File: src/hdl/kms_pkg.sv
// ----------------------------------------------------------------------------
// Key matrix scanner constants and types
// ----------------------------------------------------------------------------
package kms_pkg;

    // Matrix geometry and storage sizes.
    localparam int KMS_MAX_COLS = 20;
    localparam int KMS_MAX_ROWS = 8;
    localparam int KMS_KEYS = 160;
    localparam int KMS_Q_DEPTH = 16;
    localparam int KMS_OB_DEPTH = 2;
    localparam int KMS_MODS = 4;

    // Scan clock derived from the 100 MHz system clock.
    localparam int KMS_MCLK_HZ = 100_000_000;
    localparam int KMS_SCAN_HZ = 128_000;
    localparam int KMS_TICK_CYCLES = KMS_MCLK_HZ / KMS_SCAN_HZ;
    localparam logic [9:0] KMS_TICK_LAST = 10'(KMS_TICK_CYCLES - 1);

    // Sized constants used by the scanner logic.
    localparam logic [4:0] KMS_Q_FULL = 5'h10;
    localparam logic [1:0] KMS_OB_FULL = 2'h2;
    localparam logic [3:0] KMS_ROWS_MAX = 4'h8;
    localparam logic [4:0] KMS_COLS_MAX = 5'h14;
    localparam logic [19:0] KMS_COL_ONE = 20'h00001;
    localparam logic [19:0] KMS_COLS_IDLE = 20'hfffff;

    typedef enum logic [1:0] {
        KMS_IDLE = 2'b00,
        KMS_SCAN = 2'b01,
        KMS_END = 2'b10
    } kms_state_e;

    // Static configuration from the host.
    typedef struct packed {
        logic [4:0] cols;
        logic [3:0] rows;
        logic [1:0] debounce;
        logic [KMS_MODS-1:0][7:0] mod_code;
    } kms_cfg_s;

    // Status seen by the polling host.
    typedef struct packed {
        logic key_avail;
        logic ghost;
        logic overflow;
        logic [KMS_MODS-1:0] mods;
        logic scanning;
    } kms_status_s;

    // Complete state of the scanner.
    typedef struct packed {
        kms_state_e st;
        logic [9:0] tick_cnt;
        logic [2:0] row;
        logic [4:0] col;
        logic [7:0] kidx;
        logic [7:0] row_hit;
        logic [7:0] col_mask;
        logic col_multi;
        logic found;
        logic clk_req;
        logic [19:0] col_drive;
        logic [7:0] row_prev;
        logic [7:0] rq1;
        logic [7:0] rq2;
        logic [KMS_KEYS-1:0] key_state;
        logic [KMS_KEYS-1:0][1:0] deb;
        logic [KMS_MODS-1:0] mods;
        logic ghost;
        logic ovf;
        logic [KMS_Q_DEPTH-1:0][7:0] q_mem;
        logic [3:0] q_wr;
        logic [3:0] q_rd;
        logic [4:0] q_cnt;
        logic [KMS_OB_DEPTH-1:0][7:0] ob_data;
        logic ob_head;
        logic [1:0] ob_cnt;
    } kms_state_s;

endpackage : kms_pkg

File: src/hdl/kms_scanner.sv
// Behaviour
// Column count is programmable from one to twenty.
// Row count is programmable from one to eight.
// Key codes wait in a sixteen-byte queue until read or overflow.
// One matrix position is scanned per 128 kHz tick.
// Idle state is entered first and drives all columns high.
// Row change in idle requests clock unless shared, then starts scanning.
// Idle clears the row-hit accumulator and key-index counter.
// Row counter wraps at row count and advances the column counter.
// Both counters terminal moves the scan to scan-end.
// Key index steps per position; matched to modifiers or queued.
// Columns with two or more hits OR their rows into row-hit.
// Press in a column of two or more hits, on a row already hit earlier, sets the ghost flag.
// Scan-end rescans if keys were found, else idles dropping request.
// All keys reported, but ghost-pattern presses are locked out.
// Row samples are glitch filtered and debounced before reporting.
// Host polls status and then reads queued key codes.
// Changes report only after configured consecutive matching scans.
// Code arriving on full queue is dropped and sets overflow.
`timescale 1ns/1ps
`default_nettype none

module kms_scanner
    import kms_pkg::*;
(
    input wire logic mclk,
    input wire logic rst_n,
    input wire kms_cfg_s cfg,
    input wire logic [7:0] row_in,
    input wire logic clk_shared_on,
    input wire logic ghost_clr,
    input wire logic ovf_clr,
    input wire logic key_ready,
    output logic [19:0] col_out,
    output logic clk_req,
    output logic key_valid,
    output logic [7:0] key_code,
    output kms_status_s status
);

    // ------------------------------------------------------------------------
    // State and working signals
    // ------------------------------------------------------------------------
    kms_state_s s;
    kms_state_s next_s;
    logic tick;
    logic proc;
    logic [7:0] filt;
    logic [3:0] rows_eff;
    logic [4:0] cols_eff;
    logic [1:0] deb_eff;
    logic [7:0] rows_mask;
    logic [7:0] cur_mask;
    logic [7:0] colm;
    logic multi;
    logic colm_multi;
    logic pressed;
    logic old_state;
    logic [1:0] dcnt;
    logic ghost_hit;
    logic lock;
    logic deb_done;
    logic push;
    logic q_full;
    logic q_pop;
    logic host_pop;
    logic last_row;
    logic last_col;
    logic [KMS_MODS-1:0] mod_match;
    logic is_mod;

    // Each modifier slot compares its stored code with the key index.
    genvar gi;
    generate
        for (gi = 0; gi < KMS_MODS; gi = gi + 1) begin : g_mod
            assign mod_match[gi] = (cfg.mod_code[gi] == s.kidx);
        end
    endgenerate

    // ------------------------------------------------------------------------
    // Next-state logic
    // ------------------------------------------------------------------------
    // Computes the whole next state from the current one and the inputs.
    always_comb begin
        next_s = s;
        tick = 1'b0;
        proc = 1'b0;
        pressed = 1'b0;
        ghost_hit = 1'b0;
        lock = 1'b0;
        deb_done = 1'b0;
        push = 1'b0;
        is_mod = |mod_match;

        // Three-sample majority removes single-cycle glitches on the rows.
        next_s.rq1 = row_in;
        next_s.rq2 = s.rq1;
        filt = (row_in & s.rq1) | (row_in & s.rq2) | (s.rq1 & s.rq2);

        // Out-of-range settings are clamped to the legal span.
        rows_eff = (cfg.rows == 4'h0) ? 4'h1 :
                   ((cfg.rows > KMS_ROWS_MAX) ? KMS_ROWS_MAX : cfg.rows);
        cols_eff = (cfg.cols == 5'h00) ? 5'h01 :
                   ((cfg.cols > KMS_COLS_MAX) ? KMS_COLS_MAX : cfg.cols);
        deb_eff = (cfg.debounce == 2'h0) ? 2'h1 : cfg.debounce;
        rows_mask = 8'((9'h001 << rows_eff) - 9'h001);

        // Rows are active low; a pressed key pulls its row down.
        cur_mask = ~filt & rows_mask;
        multi = |(cur_mask & (cur_mask - 8'h01));
        colm = (s.row == 3'h0) ? cur_mask : s.col_mask;
        colm_multi = (s.row == 3'h0) ? multi : s.col_multi;
        last_row = ({1'b0, s.row} == (rows_eff - 4'h1));
        last_col = (s.col == (cols_eff - 5'h01));
        old_state = s.key_state[s.kidx];
        dcnt = s.deb[s.kidx];

        // The tick divider runs only while some user holds the scan clock.
        if (s.clk_req | clk_shared_on) begin
            if (s.tick_cnt == KMS_TICK_LAST) begin
                next_s.tick_cnt = '0;
                tick = 1'b1;
            end else begin
                next_s.tick_cnt = s.tick_cnt + 10'h001;
            end
        end else begin
            next_s.tick_cnt = '0;
        end

        case (s.st)
            KMS_IDLE: begin
                next_s.row_hit = '0;
                next_s.kidx = '0;
                next_s.row = '0;
                next_s.col = '0;
                next_s.row_prev = filt;
                if (filt != s.row_prev) begin
                    next_s.st = KMS_SCAN;
                    next_s.found = 1'b0;
                end
            end
            KMS_SCAN: begin
                if (tick) begin
                    proc = 1'b1;
                    pressed = ~filt[s.row];
                    ghost_hit = pressed & s.row_hit[s.row] & colm_multi;
                    lock = ghost_hit & ~old_state;
                    next_s.col_mask = colm;
                    next_s.col_multi = colm_multi;
                    if (pressed) begin
                        next_s.found = 1'b1;
                    end
                    if (ghost_hit) begin
                        next_s.ghost = 1'b1;
                    end
                    // A change must persist for deb_eff scans to be taken.
                    if ((pressed == old_state) || lock) begin
                        next_s.deb[s.kidx] = 2'h0;
                    end else if (({1'b0, dcnt} + 3'h1) >= {1'b0, deb_eff}) begin
                        deb_done = 1'b1;
                        next_s.deb[s.kidx] = 2'h0;
                        next_s.key_state[s.kidx] = pressed;
                        if (is_mod) begin
                            next_s.mods = (s.mods & ~mod_match) |
                                          (mod_match & {KMS_MODS{pressed}});
                        end else begin
                            push = pressed;
                        end
                    end else begin
                        next_s.deb[s.kidx] = dcnt + 2'h1;
                        next_s.found = 1'b1;
                    end
                    next_s.kidx = s.kidx + 8'h01;
                    if (last_row) begin
                        next_s.row = '0;
                        if (colm_multi) begin
                            next_s.row_hit = s.row_hit | colm;
                        end
                        if (last_col) begin
                            next_s.st = KMS_END;
                        end else begin
                            next_s.col = s.col + 5'h01;
                        end
                    end else begin
                        next_s.row = s.row + 3'h1;
                    end
                end
            end
            KMS_END: begin
                next_s.kidx = '0;
                next_s.row_hit = '0;
                next_s.row = '0;
                next_s.col = '0;
                next_s.row_prev = filt;
                if (s.found) begin
                    next_s.st = KMS_SCAN;
                    next_s.found = 1'b0;
                end else begin
                    next_s.st = KMS_IDLE;
                end
            end
            default: begin
                next_s.st = KMS_IDLE;
            end
        endcase

        // Clock is requested outside idle unless another user already runs it.
        next_s.clk_req = (next_s.st != KMS_IDLE) & ~clk_shared_on;
        // Idle drives every column high; scan pulls only the active one low.
        next_s.col_drive = (next_s.st == KMS_SCAN) ?
                           ~(KMS_COL_ONE << next_s.col) : KMS_COLS_IDLE;

        // Queue push drops the code on a full queue and flags overflow.
        q_full = (s.q_cnt == KMS_Q_FULL);
        q_pop = (s.q_cnt != 5'h00) && (s.ob_cnt != KMS_OB_FULL);
        host_pop = key_ready && (s.ob_cnt != 2'h0);
        next_s.ovf = s.ovf & ~ovf_clr;
        next_s.ghost = next_s.ghost & ~(ghost_clr & ~ghost_hit);
        if (push & q_full) begin
            next_s.ovf = 1'b1;
        end
        if (push & ~q_full) begin
            next_s.q_mem[s.q_wr] = s.kidx;
            next_s.q_wr = s.q_wr + 4'h1;
        end
        if (q_pop) begin
            next_s.ob_data[s.ob_head ^ s.ob_cnt[0]] = s.q_mem[s.q_rd];
            next_s.q_rd = s.q_rd + 4'h1;
        end
        next_s.q_cnt = s.q_cnt + {4'h0, push & ~q_full} - {4'h0, q_pop};

        // Two-entry output buffer toward the host.
        if (host_pop) begin
            next_s.ob_head = ~s.ob_head;
        end
        next_s.ob_cnt = s.ob_cnt + {1'b0, q_pop} - {1'b0, host_pop};
    end

    // ------------------------------------------------------------------------
    // State register
    // ------------------------------------------------------------------------
    // Registers the whole state; columns idle high from reset.
    // Row history resets to the released level so no false wake follows reset.
    always_ff @(posedge mclk or negedge rst_n) begin
        if (!rst_n) begin
            s <= '0;
            s.col_drive <= KMS_COLS_IDLE;
            s.rq1 <= '1;
            s.rq2 <= '1;
            s.row_prev <= '1;
        end else begin
            s <= next_s;
        end
    end

    // Outputs are taken from the state register.
    assign col_out = s.col_drive;
    assign clk_req = s.clk_req;
    assign key_valid = (s.ob_cnt != 2'h0);
    assign key_code = s.ob_data[s.ob_head];
    assign status = '{key_avail: (s.ob_cnt != 2'h0), ghost: s.ghost, overflow: s.ovf,
                      mods: s.mods, scanning: (s.st != KMS_IDLE)};
endmodule : kms_scanner

`default_nettype wire

File: config.mk
export PLATFORM = sky130hd
export DESIGN_NAME = kms_scanner
export DESIGN_NICKNAME = d
export VERILOG_FILES = /design/src/hdl/kms_pkg.sv /design/src/hdl/kms_scanner.sv
export SDC_FILE = /design/constraint.sdc
export NUM_CORES = 1
export LEC_CHECK = 0
export BUFFER_PORTS_ARGS = -buffer_cell sky130_fd_sc_hd__buf_2
export CAP_MARGIN = 20
export CELL_PAD_IN_SITES_DETAIL_PLACEMENT = 0
export CELL_PAD_IN_SITES_GLOBAL_PLACEMENT = 2
export CORE_MARGIN = 2
export CORE_UTILIZATION = 43
export DETAILED_ROUTE_END_ITERATION = 10
export PLACE_DENSITY_LB_ADDON = 0.1
export SYNTH_ARGS = -nofsm -noshare
export SYNTH_HDL_FRONTEND = slang
export SYNTH_SLANG_ARGS = --single-unit
File: constraint.sdc
create_clock -name mclk -period 8.3 [get_ports mclk]
set_input_delay 0.415 -clock mclk [delete_from_list [all_inputs] [get_ports mclk]]
set_output_delay 0.415 -clock mclk [all_outputs]
set_load 0.05 [all_outputs]
==> flow_summary.toml, run 1 <==
[global_route]
wire_length_of_the_first_global_routing_pass_microns = 169000
global_route.usage.met2_pct = 39.2
global_route.peak_usage_layer = "met2"
antenna_found_initial = 1
grt_max_degree = 193
global_route.usage.met3_pct = 3.15
grt_overflow = 0
gr-usage-met1_pct = 34.7
grt_usage_pct = 24.2
first_global_vias = 26800

[sta]
period_needed_ns = 6.77
final_hold_vio_count = 0
final_period_utilization_pct = 81.6
finalWorstSetupSlack_ns = 1.53
max_freq_ghz = 0.148
finalHoldWorstSlack_ns = 0.101
grt_setup_unrepaired = "false"
report.final.slew_viol_count = 0
tightestPinTransition_ns = 1.18
final_setup_vio_count = 0
timing.slew.headroom_pct = 21.3
clock_tree_skew_after_final_layout_ns = 0.0318
final.setup.tns_ns = 0

[clocking]
cts_root_buf = "clkbuf_16"
clkSlewWorstSetupHoldPaths_ns = 0.06
cts_tree = "done"
cts.path.max_buffers = 3
post_cts_setup_inserts = 0
ctsResizeCount = 0
clock-sinks = 737
cts_inserted_buffers = 86
ctsHtreeMaxLevel = 3
source_to_sink_clock_delay_at_the_later_pin_of_the_worst_skew_pair_ns = 0.66

[synthesis]
synth_enable_flop_cells = 0
yosys.cell_count.top_type = "dfrtp_1"
async_s_r_ff_share_synth_pct = 100
cell_accounting_for_the_most_synthesized_area = "dfrtp_1"
netlist_top_cells_count = "dfrtp_1, nand2_1, mux2_2"
yosysWarnings = 0
postSynthCellCount = 3397
synthesis.nets = 3489
synth_area_leaders = "dfrtp_1, mux4_2, mux2_2"
number_of_library_cell_types_mapped_by_synthesis = 72
syn_area_sq_um = 37800
synth-main-ff-cell = "dfrtp_1"
netlist.area_leader.share_pct = 45.9
yosysSeqAreaShare_pct = 48.9
synth_seq_cells = 737
synthesis.area_per_instance_sq_um = 11.1

[pwr]
cellInternalPower_uw = 6270
clock_power_share_pct = 45.5
p_sw_share_pct = 26.8
seq_power_share_pct = 43.6
leakage_component_of_the_power_uw = 0.0176
switching_power_uw = 2300
power_density_nw_per_um2 = 205
power.combinational.fraction_pct = 10.9
vdd_drop_max_mv = 0.279

[floorplan]
initial_core_util_pct = 43.5
core_area_sq_um = 87000
chipHeight_microns = 301
die_area_sq_um = 90300
die_width_microns = 301
placement_rows = 108
ioPinCount = 95

[critical_path]
cp.arrival_ns = 7.35
cp_common_cell = "nor2_1"
path_max_fanout = 54
crit_path_max_incr_delay_ns = 1.01
path_cells = "buf_12, mux4_1, mux4_2, nand2_1, a21oi_1, a31oi_1, nor2_1, a2bb2oi_1, fa_1, a31o_2, nand3_1, a2111oi_4, inv_1, ha_1, inv_1, ha_1, fa_1, a21oi_1, nor2_1, nor2_1, xnor2_1"
end_kind = "register"
critical_path.slowest_cell = "dfrtp_4"
rr_startpoint = "s[709]"
rrSetupSlack_ns = 1.53
cp-start-kind = "register"
timing.critical_path.required_ns = 8.88
r2r_cells = 21
crit_type = "reg2reg"
regToRegEndpoint = "s[23]"

[worst_hold_path]
worstHoldStart = "key_ready"
timing.hold.worst_path_depth = 3
worstHoldEndpoint = "s[2]"
worst_hold_path_type = "in2reg"

[cells_and_area]
antennaDiodeCount = 0
fin_util_pct = 48.0
layout.filler_cells = 7888
layout-area-overhead-vs-synth_pct = 10.5
final_layout_size_suffix_gt1_share_pct = 25.1
post_layout_nonfiller_instances = 4550
num-nets-final = 3422

[detailed_routing]
vias_post_dr = 26500
initialDrtViolationCount = 2138
post_drt_via_cell_ratio = 5.82
wirelength_microns = 108000
drt_drc = 0
routedWlPerCell_microns = 23.8
detail_route.first_pass.iterations = 8
ant_nets = 0

[placed_design]
placement.setup.worst_slack_ns = 1.50
routabilityCongestion = 0.782
numPlacedInstances = 4384
port-buffer-count = 94
dp_hpwl_microns = 65400

[run_status]
run_status = "completed"

[run]
drv.max_cap_violation_count = 0
==> logic make-up after synthesis <==
group	after synthesis	synth area share [%]
and+or+nand+nor	1107	13.3
DFF	737	48.9
AOI/OAI and AO/OA	594	10.5
muxes	479	19.2
buffers and inverters	359	4.89
xor gates and xnor gates	80	1.87
adders and majority gates	41	1.36
==> layout make-up <==
type / count / area (sq um) / share of cell area, %
inverters: 35 / 131 / 0.314
flip-flops and latches: 737 / 18500 / 44.3
multi-input cells: 2301 / 17500 / 42.0
clock buffers: 129 / 2580 / 6.17
well taps: 1155 / 1450 / 3.46
clock inverters: 24 / 329 / 0.787
repair buffers: 169 / 1240 / 2.96
==> layout by cell type (no fill, tap or decap), types with 12 or more instances in the layout <==
cell type      netlist  layout
dfrtp_1            693     686
nand2_1            665     664
mux2_2             230     230
o21ai_0            164     163
mux4_2             145     145
o21ai_1            102     102
o21ai_2            100     100
buf_2               71      93
clkbuf_16            0      90
nand3_1             82      82
nor2_1              73      73
o31ai_1             71      71
o41ai_1             65      65
nor4_1              61      61
nor3_1              64      60
mux2i_1             52      52
or4_1               53      52
xor2_1              49      49
buf_4               45      47
dfstp_2             44      44
inv_1               34      34
mux2_1              33      33
ha_1                33      33
xnor2_1             30      30
a21oi_1             25      25
clkbuf_1           173      21
a22oi_1             20      20
mux4_1              19      19
and3_1              21      19
clkbuf_8             0      18
nor2b_1             13      13
and2_1              21      12
dlygate4sd3_1        0      12
buf_12              14      12
==> state kept, by name (all words and copies together), names as in the netlist, named ones only <==
signal / count
col_out: 20
clk_req: 1
next_s: 8
s: 702
status: 2
==> power by group through the flow <==
stage	clock [uW]	sequential [uW]	combinational, uW
global placement	0	3790	928
global route	4140	3740	1030
CTS	3990	3730	954
floorplan	0	3740	710
detailed placement	0	3800	944
finish	3900	3730	936
==> metrics by stage <==
stage / total power, uW / cell area, sq um
2_1_floorplan: 4450 / 37800
3_3_place_gp: 4720 / 38700
3_5_place_dp: 4740 / 38700
4_1_cts: 8680 / 41800
5_1_grt: 8910 / 41800
6_report: 8560 / 41800
==> layer usage <==
metal  wire, microns  up-vias
met3            4780      148
li1                -    12200
met4            2440        0
met1           49500    13500
met5               0        -
met2           51600      673
==> how the worst max path moves through the flow <==
| stage | startpoint | endpoint | slack [ns] | cells past startpoint |
|---|---|---|---|---|
| 3_5_place_dp | s[709] | s[23] | 1.50 | 21 |
| 4_1_cts | s[709] | s[23] | 1.46 | 21 |
| 3_3_place_gp | s[709] | s[23] | 1.52 | 21 |
| 6_report | s[709] | s[23] | 1.53 | 21 |
| 2_1_floorplan | s[709] | s[23] | 2.25 | 24 |
| 5_1_grt | s[709] | s[23] | 0.99 | 21 |
==> what timing repair did <==
| item | in CTS | in global routing |
|---|---|---|
| hold buffers | 12 | 0 |
| endpoints found under the setup margin | 0 | 0 |
| hold endpoints to repair | 40 | 0 |
==> critical path: cells and delay by family (launching register included) <==
family	cells	cell delay, ns
adder cells (fa/ha/maj)	4	1.50
flip-flops	1	1.01
AO/OA/AOI/OAI	6	1.71
XOR/XNOR	1	0.13
AND/OR/NAND/NOR	5	0.57
buffers and inverters	3	0.64
multiplexers	2	1.09
Note: power is estimated with default switching activity, not from simulation.
==> inputs of run 2 (changes only) <==
==> constraint.sdc (replaced) <==
create_clock -name mclk -period 6.4 [get_ports mclk]
set_input_delay 0.32 -clock mclk [delete_from_list [all_inputs] [get_ports mclk]]
set_output_delay 0.32 -clock mclk [all_outputs]
set_load 0.05 [all_outputs]
==> flow_summary.toml, run 2 (synthesized netlist as in run 1, its figures left out) <==
[run_status]
run_status = "completed"

[pwr]
clock_power_share_pct = 46.0
leakage_component_of_the_power_uw = 0.0177
cellInternalPower_uw = 8220
seq_power_share_pct = 43.1
power_density_nw_per_um2 = 267
power.combinational.fraction_pct = 10.9
p_sw_share_pct = 26.8
vdd_drop_max_mv = 0.289
switching_power_uw = 3010

[floorplan]
die_area_sq_um = 90300
placement_rows = 108
chipHeight_microns = 301
initial_core_util_pct = 43.5
core_area_sq_um = 87000
die_width_microns = 301
ioPinCount = 95

[sta]
final_period_utilization_pct = 91.3
timing.slew.headroom_pct = 29.4
final_setup_vio_count = 0
final.setup.tns_ns = 0
grt_setup_unrepaired = "false"
final_hold_vio_count = 0
max_freq_ghz = 0.171
clock_tree_skew_after_final_layout_ns = 0.0319
report.final.slew_viol_count = 0
period_needed_ns = 5.84
tightestPinTransition_ns = 1.06

[critical_path]
timing.critical_path.max_delay_family = "multiplexers"
end_kind = "register"
crit_path_max_incr_delay_ns = 0.69
cp-start-kind = "register"
crit_type = "reg2reg"
timing.critical_path.required_ns = 6.97
critical_path.slowest_cell = "dfrtp_4"
cp.arrival_ns = 6.41
cp_num_buf_inv = 4
path_cells = "buf_12, mux4_2, mux4_2, mux4_2, inv_1, o22ai_1, nor2_1, a21oi_1, fa_1, a31o_2, nand3_1, a2111oi_4, inv_1, ha_1, inv_1, ha_1, fa_1, a21oi_1, nor2_1, nor2_1, xnor2_1"
path_max_fanout = 21

[cells_and_area]
layout.filler_cells = 7811
largest_register = "s"
layout-area-overhead-vs-synth_pct = 11.2
fin_util_pct = 48.3
final_layout_size_suffix_gt1_share_pct = 25.6
layout_commonest_cell = "dfrtp_1"
num-nets-final = 3445
layout_common_cells = "dfrtp_1, nand2_1, mux2_2"
cell_area_after_layout_sq_um = 42000
largest_reg_flops = 702

[global_route]
grt_max_degree = 170
wire_length_of_the_first_global_routing_pass_microns = 170000
first_global_vias = 27000
grt_usage_pct = 24.5
antenna_found_initial = 0
grt_overflow = 0

[placed_design]
port-buffer-count = 94
routabilityCongestion = 0.785
dpl_cell_area_sq_um = 38900
dp_hpwl_microns = 68000

[detailed_routing]
ant_nets = 0
detail_route.first_pass.iterations = 5
post_drt_via_cell_ratio = 5.85
routedWlPerCell_microns = 24.1
drt_drc = 0
wirelength_microns = 110000
initialDrtViolationCount = 2009
vias_post_dr = 26800

[clocking]
clkSlewWorstSetupHoldPaths_ns = 0.06
cts_inserted_buffers = 86
clock-sinks = 737
cts_root_buf = "clkbuf_16"
cts.path.max_buffers = 3
source_to_sink_clock_delay_at_the_later_pin_of_the_worst_skew_pair_ns = 0.66
ctsHtreeMaxLevel = 3
cts_tree = "done"

[worst_hold_path]
worst_hold_path_type = "in2async"

[run]
drv.max_cap_violation_count = 0
run 2: path summary, 6_finish.rpt:
check / start / endpoint / slack (ns) / depth (start not counted)
setup / recovery: s[709] / s[23] / 0.56 / 21
hold / removal: rst_n / s[718] / 0.25 / 2
setup reg to reg: s[709] / s[23] / 0.56 / 21
hold reg to reg: next_s[653] / s[653] / 0.37 / 0
max in group asynchronous: rst_n / s[709] / 4.60 / 3
min in group mclk: cfg[37] / s[696] / 0.34 / 4
run 2: what timing repair did:
item,4_1_cts,5_1_grt
buffers inserted,0,0
hold buffers,13,0
gates resized for setup,0,0
hold endpoints to repair,47,0
endpoints found under the setup margin,0,0
run 2: cell type report:
| type | count | area [sq um] | area share [%] |
|---|---|---|---|
| sequential | 737 | 18500 | 44.1 |
| multi-input combinational | 2301 | 17500 | 41.7 |
| clock buffer | 129 | 2530 | 6.03 |
| tap | 1155 | 1450 | 3.44 |
| timing repair buffer | 192 | 1420 | 3.38 |
| clock inverter | 25 | 429 | 1.02 |
| inverter | 35 | 131 | 0.313 |
| antenna | 2 | 5.00 | 0.0119 |
run 2: layer usage:
metal	global-route usage, %	wire length (microns)
met2	40.5	53100
met1	34.4	49800
met4	5.86	2130
met5	0	0
met3	3.11	5060
run 2: power groups by stage:
stage,sequential [uW],clock [uW],combinational [uW]
2_1_floorplan,4850,0,921
3_3_place_gp,4920,0,1220
3_5_place_dp,4920,0,1240
4_1_cts,4840,5270,1250
5_1_grt,4850,5470,1350
6_report,4840,5160,1230
run 2: stage by stage:
step / cells / hold WS, ns / setup WS [ns] / total power [uW]
after floorplan: 3397 / 0.0244 / 0.347 / 5770
after global placement: 4404 / 0.345 / 0.499 / 6140
after detailed placement: 4407 / 0.354 / 0.500 / 6160
after CTS: 4574 / 0.247 / 0.475 / 11400
after global routing: 4574 / 0.284 / 0.168 / 11700
final: 4576 / 0.253 / 0.556 / 11200
==> inputs of run 3 (changes only) <==
--- a/config.mk
+++ b/config.mk
@@ -9,6 +9,7 @@
 export CAP_MARGIN = 20
 export CELL_PAD_IN_SITES_DETAIL_PLACEMENT = 0
 export CELL_PAD_IN_SITES_GLOBAL_PLACEMENT = 2
+export CORE_ASPECT_RATIO = 1.75
 export CORE_MARGIN = 2
 export CORE_UTILIZATION = 43
 export DETAILED_ROUTE_END_ITERATION = 10
==> flow_summary.toml, run 3 (synthesized netlist as in run 1, its figures left out) <==
[run_status]
run_status = "completed"

[pwr]
leakage_component_of_the_power_uw = 0.0177
vdd_drop_max_mv = 0.199
seq_power_share_pct = 45.3
cellInternalPower_uw = 7850
power_density_nw_per_um2 = 258
p_sw_share_pct = 27.2
switching_power_uw = 2940
power.combinational.fraction_pct = 11.1
clock_power_share_pct = 43.6

[floorplan]
placement_rows = 143
initial_core_util_pct = 43.5
die_area_sq_um = 90400
die_width_microns = 228
ioPinCount = 95
chipHeight_microns = 396
core_area_sq_um = 87000

[cells_and_area]
layout-area-overhead-vs-synth_pct = 10.5
layout.filler_cells = 7929
num-nets-final = 3457
layout_commonest_cell = "dfrtp_1"
layout_common_cells = "dfrtp_1, nand2_1, mux2_2"
largest_reg_flops = 702
largest_register = "s"
antennaDiodeCount = 0
final_layout_size_suffix_gt1_share_pct = 26.0

[clocking]
cts.path.max_buffers = 3
clkSlewWorstSetupHoldPaths_ns = 0.06
cts_tree = "done"
post_cts_setup_inserts = 0
clock-sinks = 737
cts_inserted_buffers = 76
cts_root_buf = "clkbuf_16"
source_to_sink_clock_delay_at_the_later_pin_of_the_worst_skew_pair_ns = 0.67
ctsHtreeMaxLevel = 3

[critical_path]
rrSetupSlack_ns = 0.58
rr_startpoint = "s[710]"
cp-start-kind = "register"
timing.critical_path.required_ns = 6.97
r2r_cells = 19
regToRegEndpoint = "s[23]"
crit_path_max_incr_delay_ns = 0.92
end_kind = "register"
cp.arrival_ns = 6.39
critical_path.slowest_cell = "dfrtp_4"
crit_type = "reg2reg"
cp_common_cell = "mux4_2"
path_cells = "buf_4, mux4_2, mux4_2, mux4_2, nand2b_1, a21oi_1, fa_1, a31o_2, nand3_1, a2111oi_4, inv_1, ha_1, inv_1, ha_1, fa_1, a21oi_1, nor2_1, nor2_1, xnor2_1"
path_max_fanout = 39

[placed_design]
dp_hpwl_microns = 75100
routabilityCongestion = 0.823
port-buffer-count = 94
placement.setup.worst_slack_ns = 0.636

[global_route]
antenna_found_initial = 1
grt_usage_pct = 25.8
grt_max_degree = 170
grt_overflow = 0
wire_length_of_the_first_global_routing_pass_microns = 177000
first_global_vias = 28000

[sta]
period_needed_ns = 5.82
final_setup_vio_count = 0
tightestPinTransition_ns = 1.15
timing.slew.headroom_pct = 23.2
final_period_utilization_pct = 91.0
final_hold_vio_count = 0
report.final.slew_viol_count = 0
final.setup.tns_ns = 0
grt_setup_unrepaired = "false"
finalWorstSetupSlack_ns = 0.577
clock_tree_skew_after_final_layout_ns = 0.0220
max_freq_ghz = 0.172

[worst_hold_path]
worst_hold_path_type = "in2async"

[detailed_routing]
wirelength_microns = 115000
detail_route.first_pass.iterations = 5
initialDrtViolationCount = 1897
drt_drc = 0
vias_post_dr = 26800
routedWlPerCell_microns = 25.2
ant_nets = 0
post_drt_via_cell_ratio = 5.85

[run]
drv.max_cap_violation_count = 0
[run 3: cell types whose count changed in the layout (fill, tap and decap cells not counted), sizes merged]
cell      delta
diode        -2
clkbuf      -23
clkinv       +7
buf         +22
inv          -3
clkinvlp     +2
[run 3: final cells by class]
class | instances | area, sq um | share of cell area [%]
inverters | 35 | 131 | 0.314
clock inverters | 31 | 439 | 1.05
repair buffers | 214 | 1530 | 3.66
well taps | 1160 | 1450 | 3.47
flip-flops and latches | 737 | 18500 | 44.3
multi-input cells | 2301 | 17500 | 42.0
clock buffers | 106 | 2170 | 5.20
[run 3: what timing repair did]
item | CTS | global route
hold buffers | 13 | 0
endpoints found under the setup margin | 0 | 0
gates resized for setup | 0 | 0
endpoints found under the hold margin | 73 | 0
[run 3: worst max-delay path: cells and delay by family (launching register included)]
family	cells	cell delay, ns
AOI/OAI and AO/OA	4	0.75
xor gates and xnor gates	1	0.14
adders and majority gates	4	1.47
buffers and inverters	3	0.60
DFF	1	0.92
muxes	3	1.40
and+or+nand+nor	4	0.41
[run 3: routing by layer]
layer | routed length (microns) | GRT usage, %
met1 | 44500 | 30.3
met2 | 60700 | 46.7
met3 | 4310 | 2.71
met4 | 5800 | 13.1
met5 | 0 | 0
[run 3: worst max path at each step]
stage / start / endpoint / cells after the start / slack, ns
after CTS: s[710] / s[23] / 19 / 0.62
after global placement: s[710] / s[23] / 19 / 0.60
after global routing: s[709] / s[23] / 22 / 0.40
after floorplan: s[709] / s[23] / 24 / 0.35
after detailed placement: s[710] / s[23] / 19 / 0.64
final: s[710] / s[23] / 19 / 0.58
[run 3: power groups by stage]
stage                     registers [uW]  clock network (uW)  logic (uW)
final                               4890                4710        1200
after CTS                           4890                4820        1220
after global routing                4900                4990        1320
after floorplan                     4850                   0         921
after global placement              4970                   0        1190
after detailed placement            4980                   0        1210
[run 3: stage by stage]
stage	cell area [sq um]	hold slack [ns]	instances	util [%]	total power [uW]
CTS	41800	0.194	4584	48.1	10900
floorplan	37800	0.0244	3397	-	5770
global route	41800	0.251	4584	48.1	11200
global placement	39000	0.315	4433	44.9	6160
finish	41800	0.213	4584	48.1	10800
detailed placement	39000	0.316	4434	44.9	6180
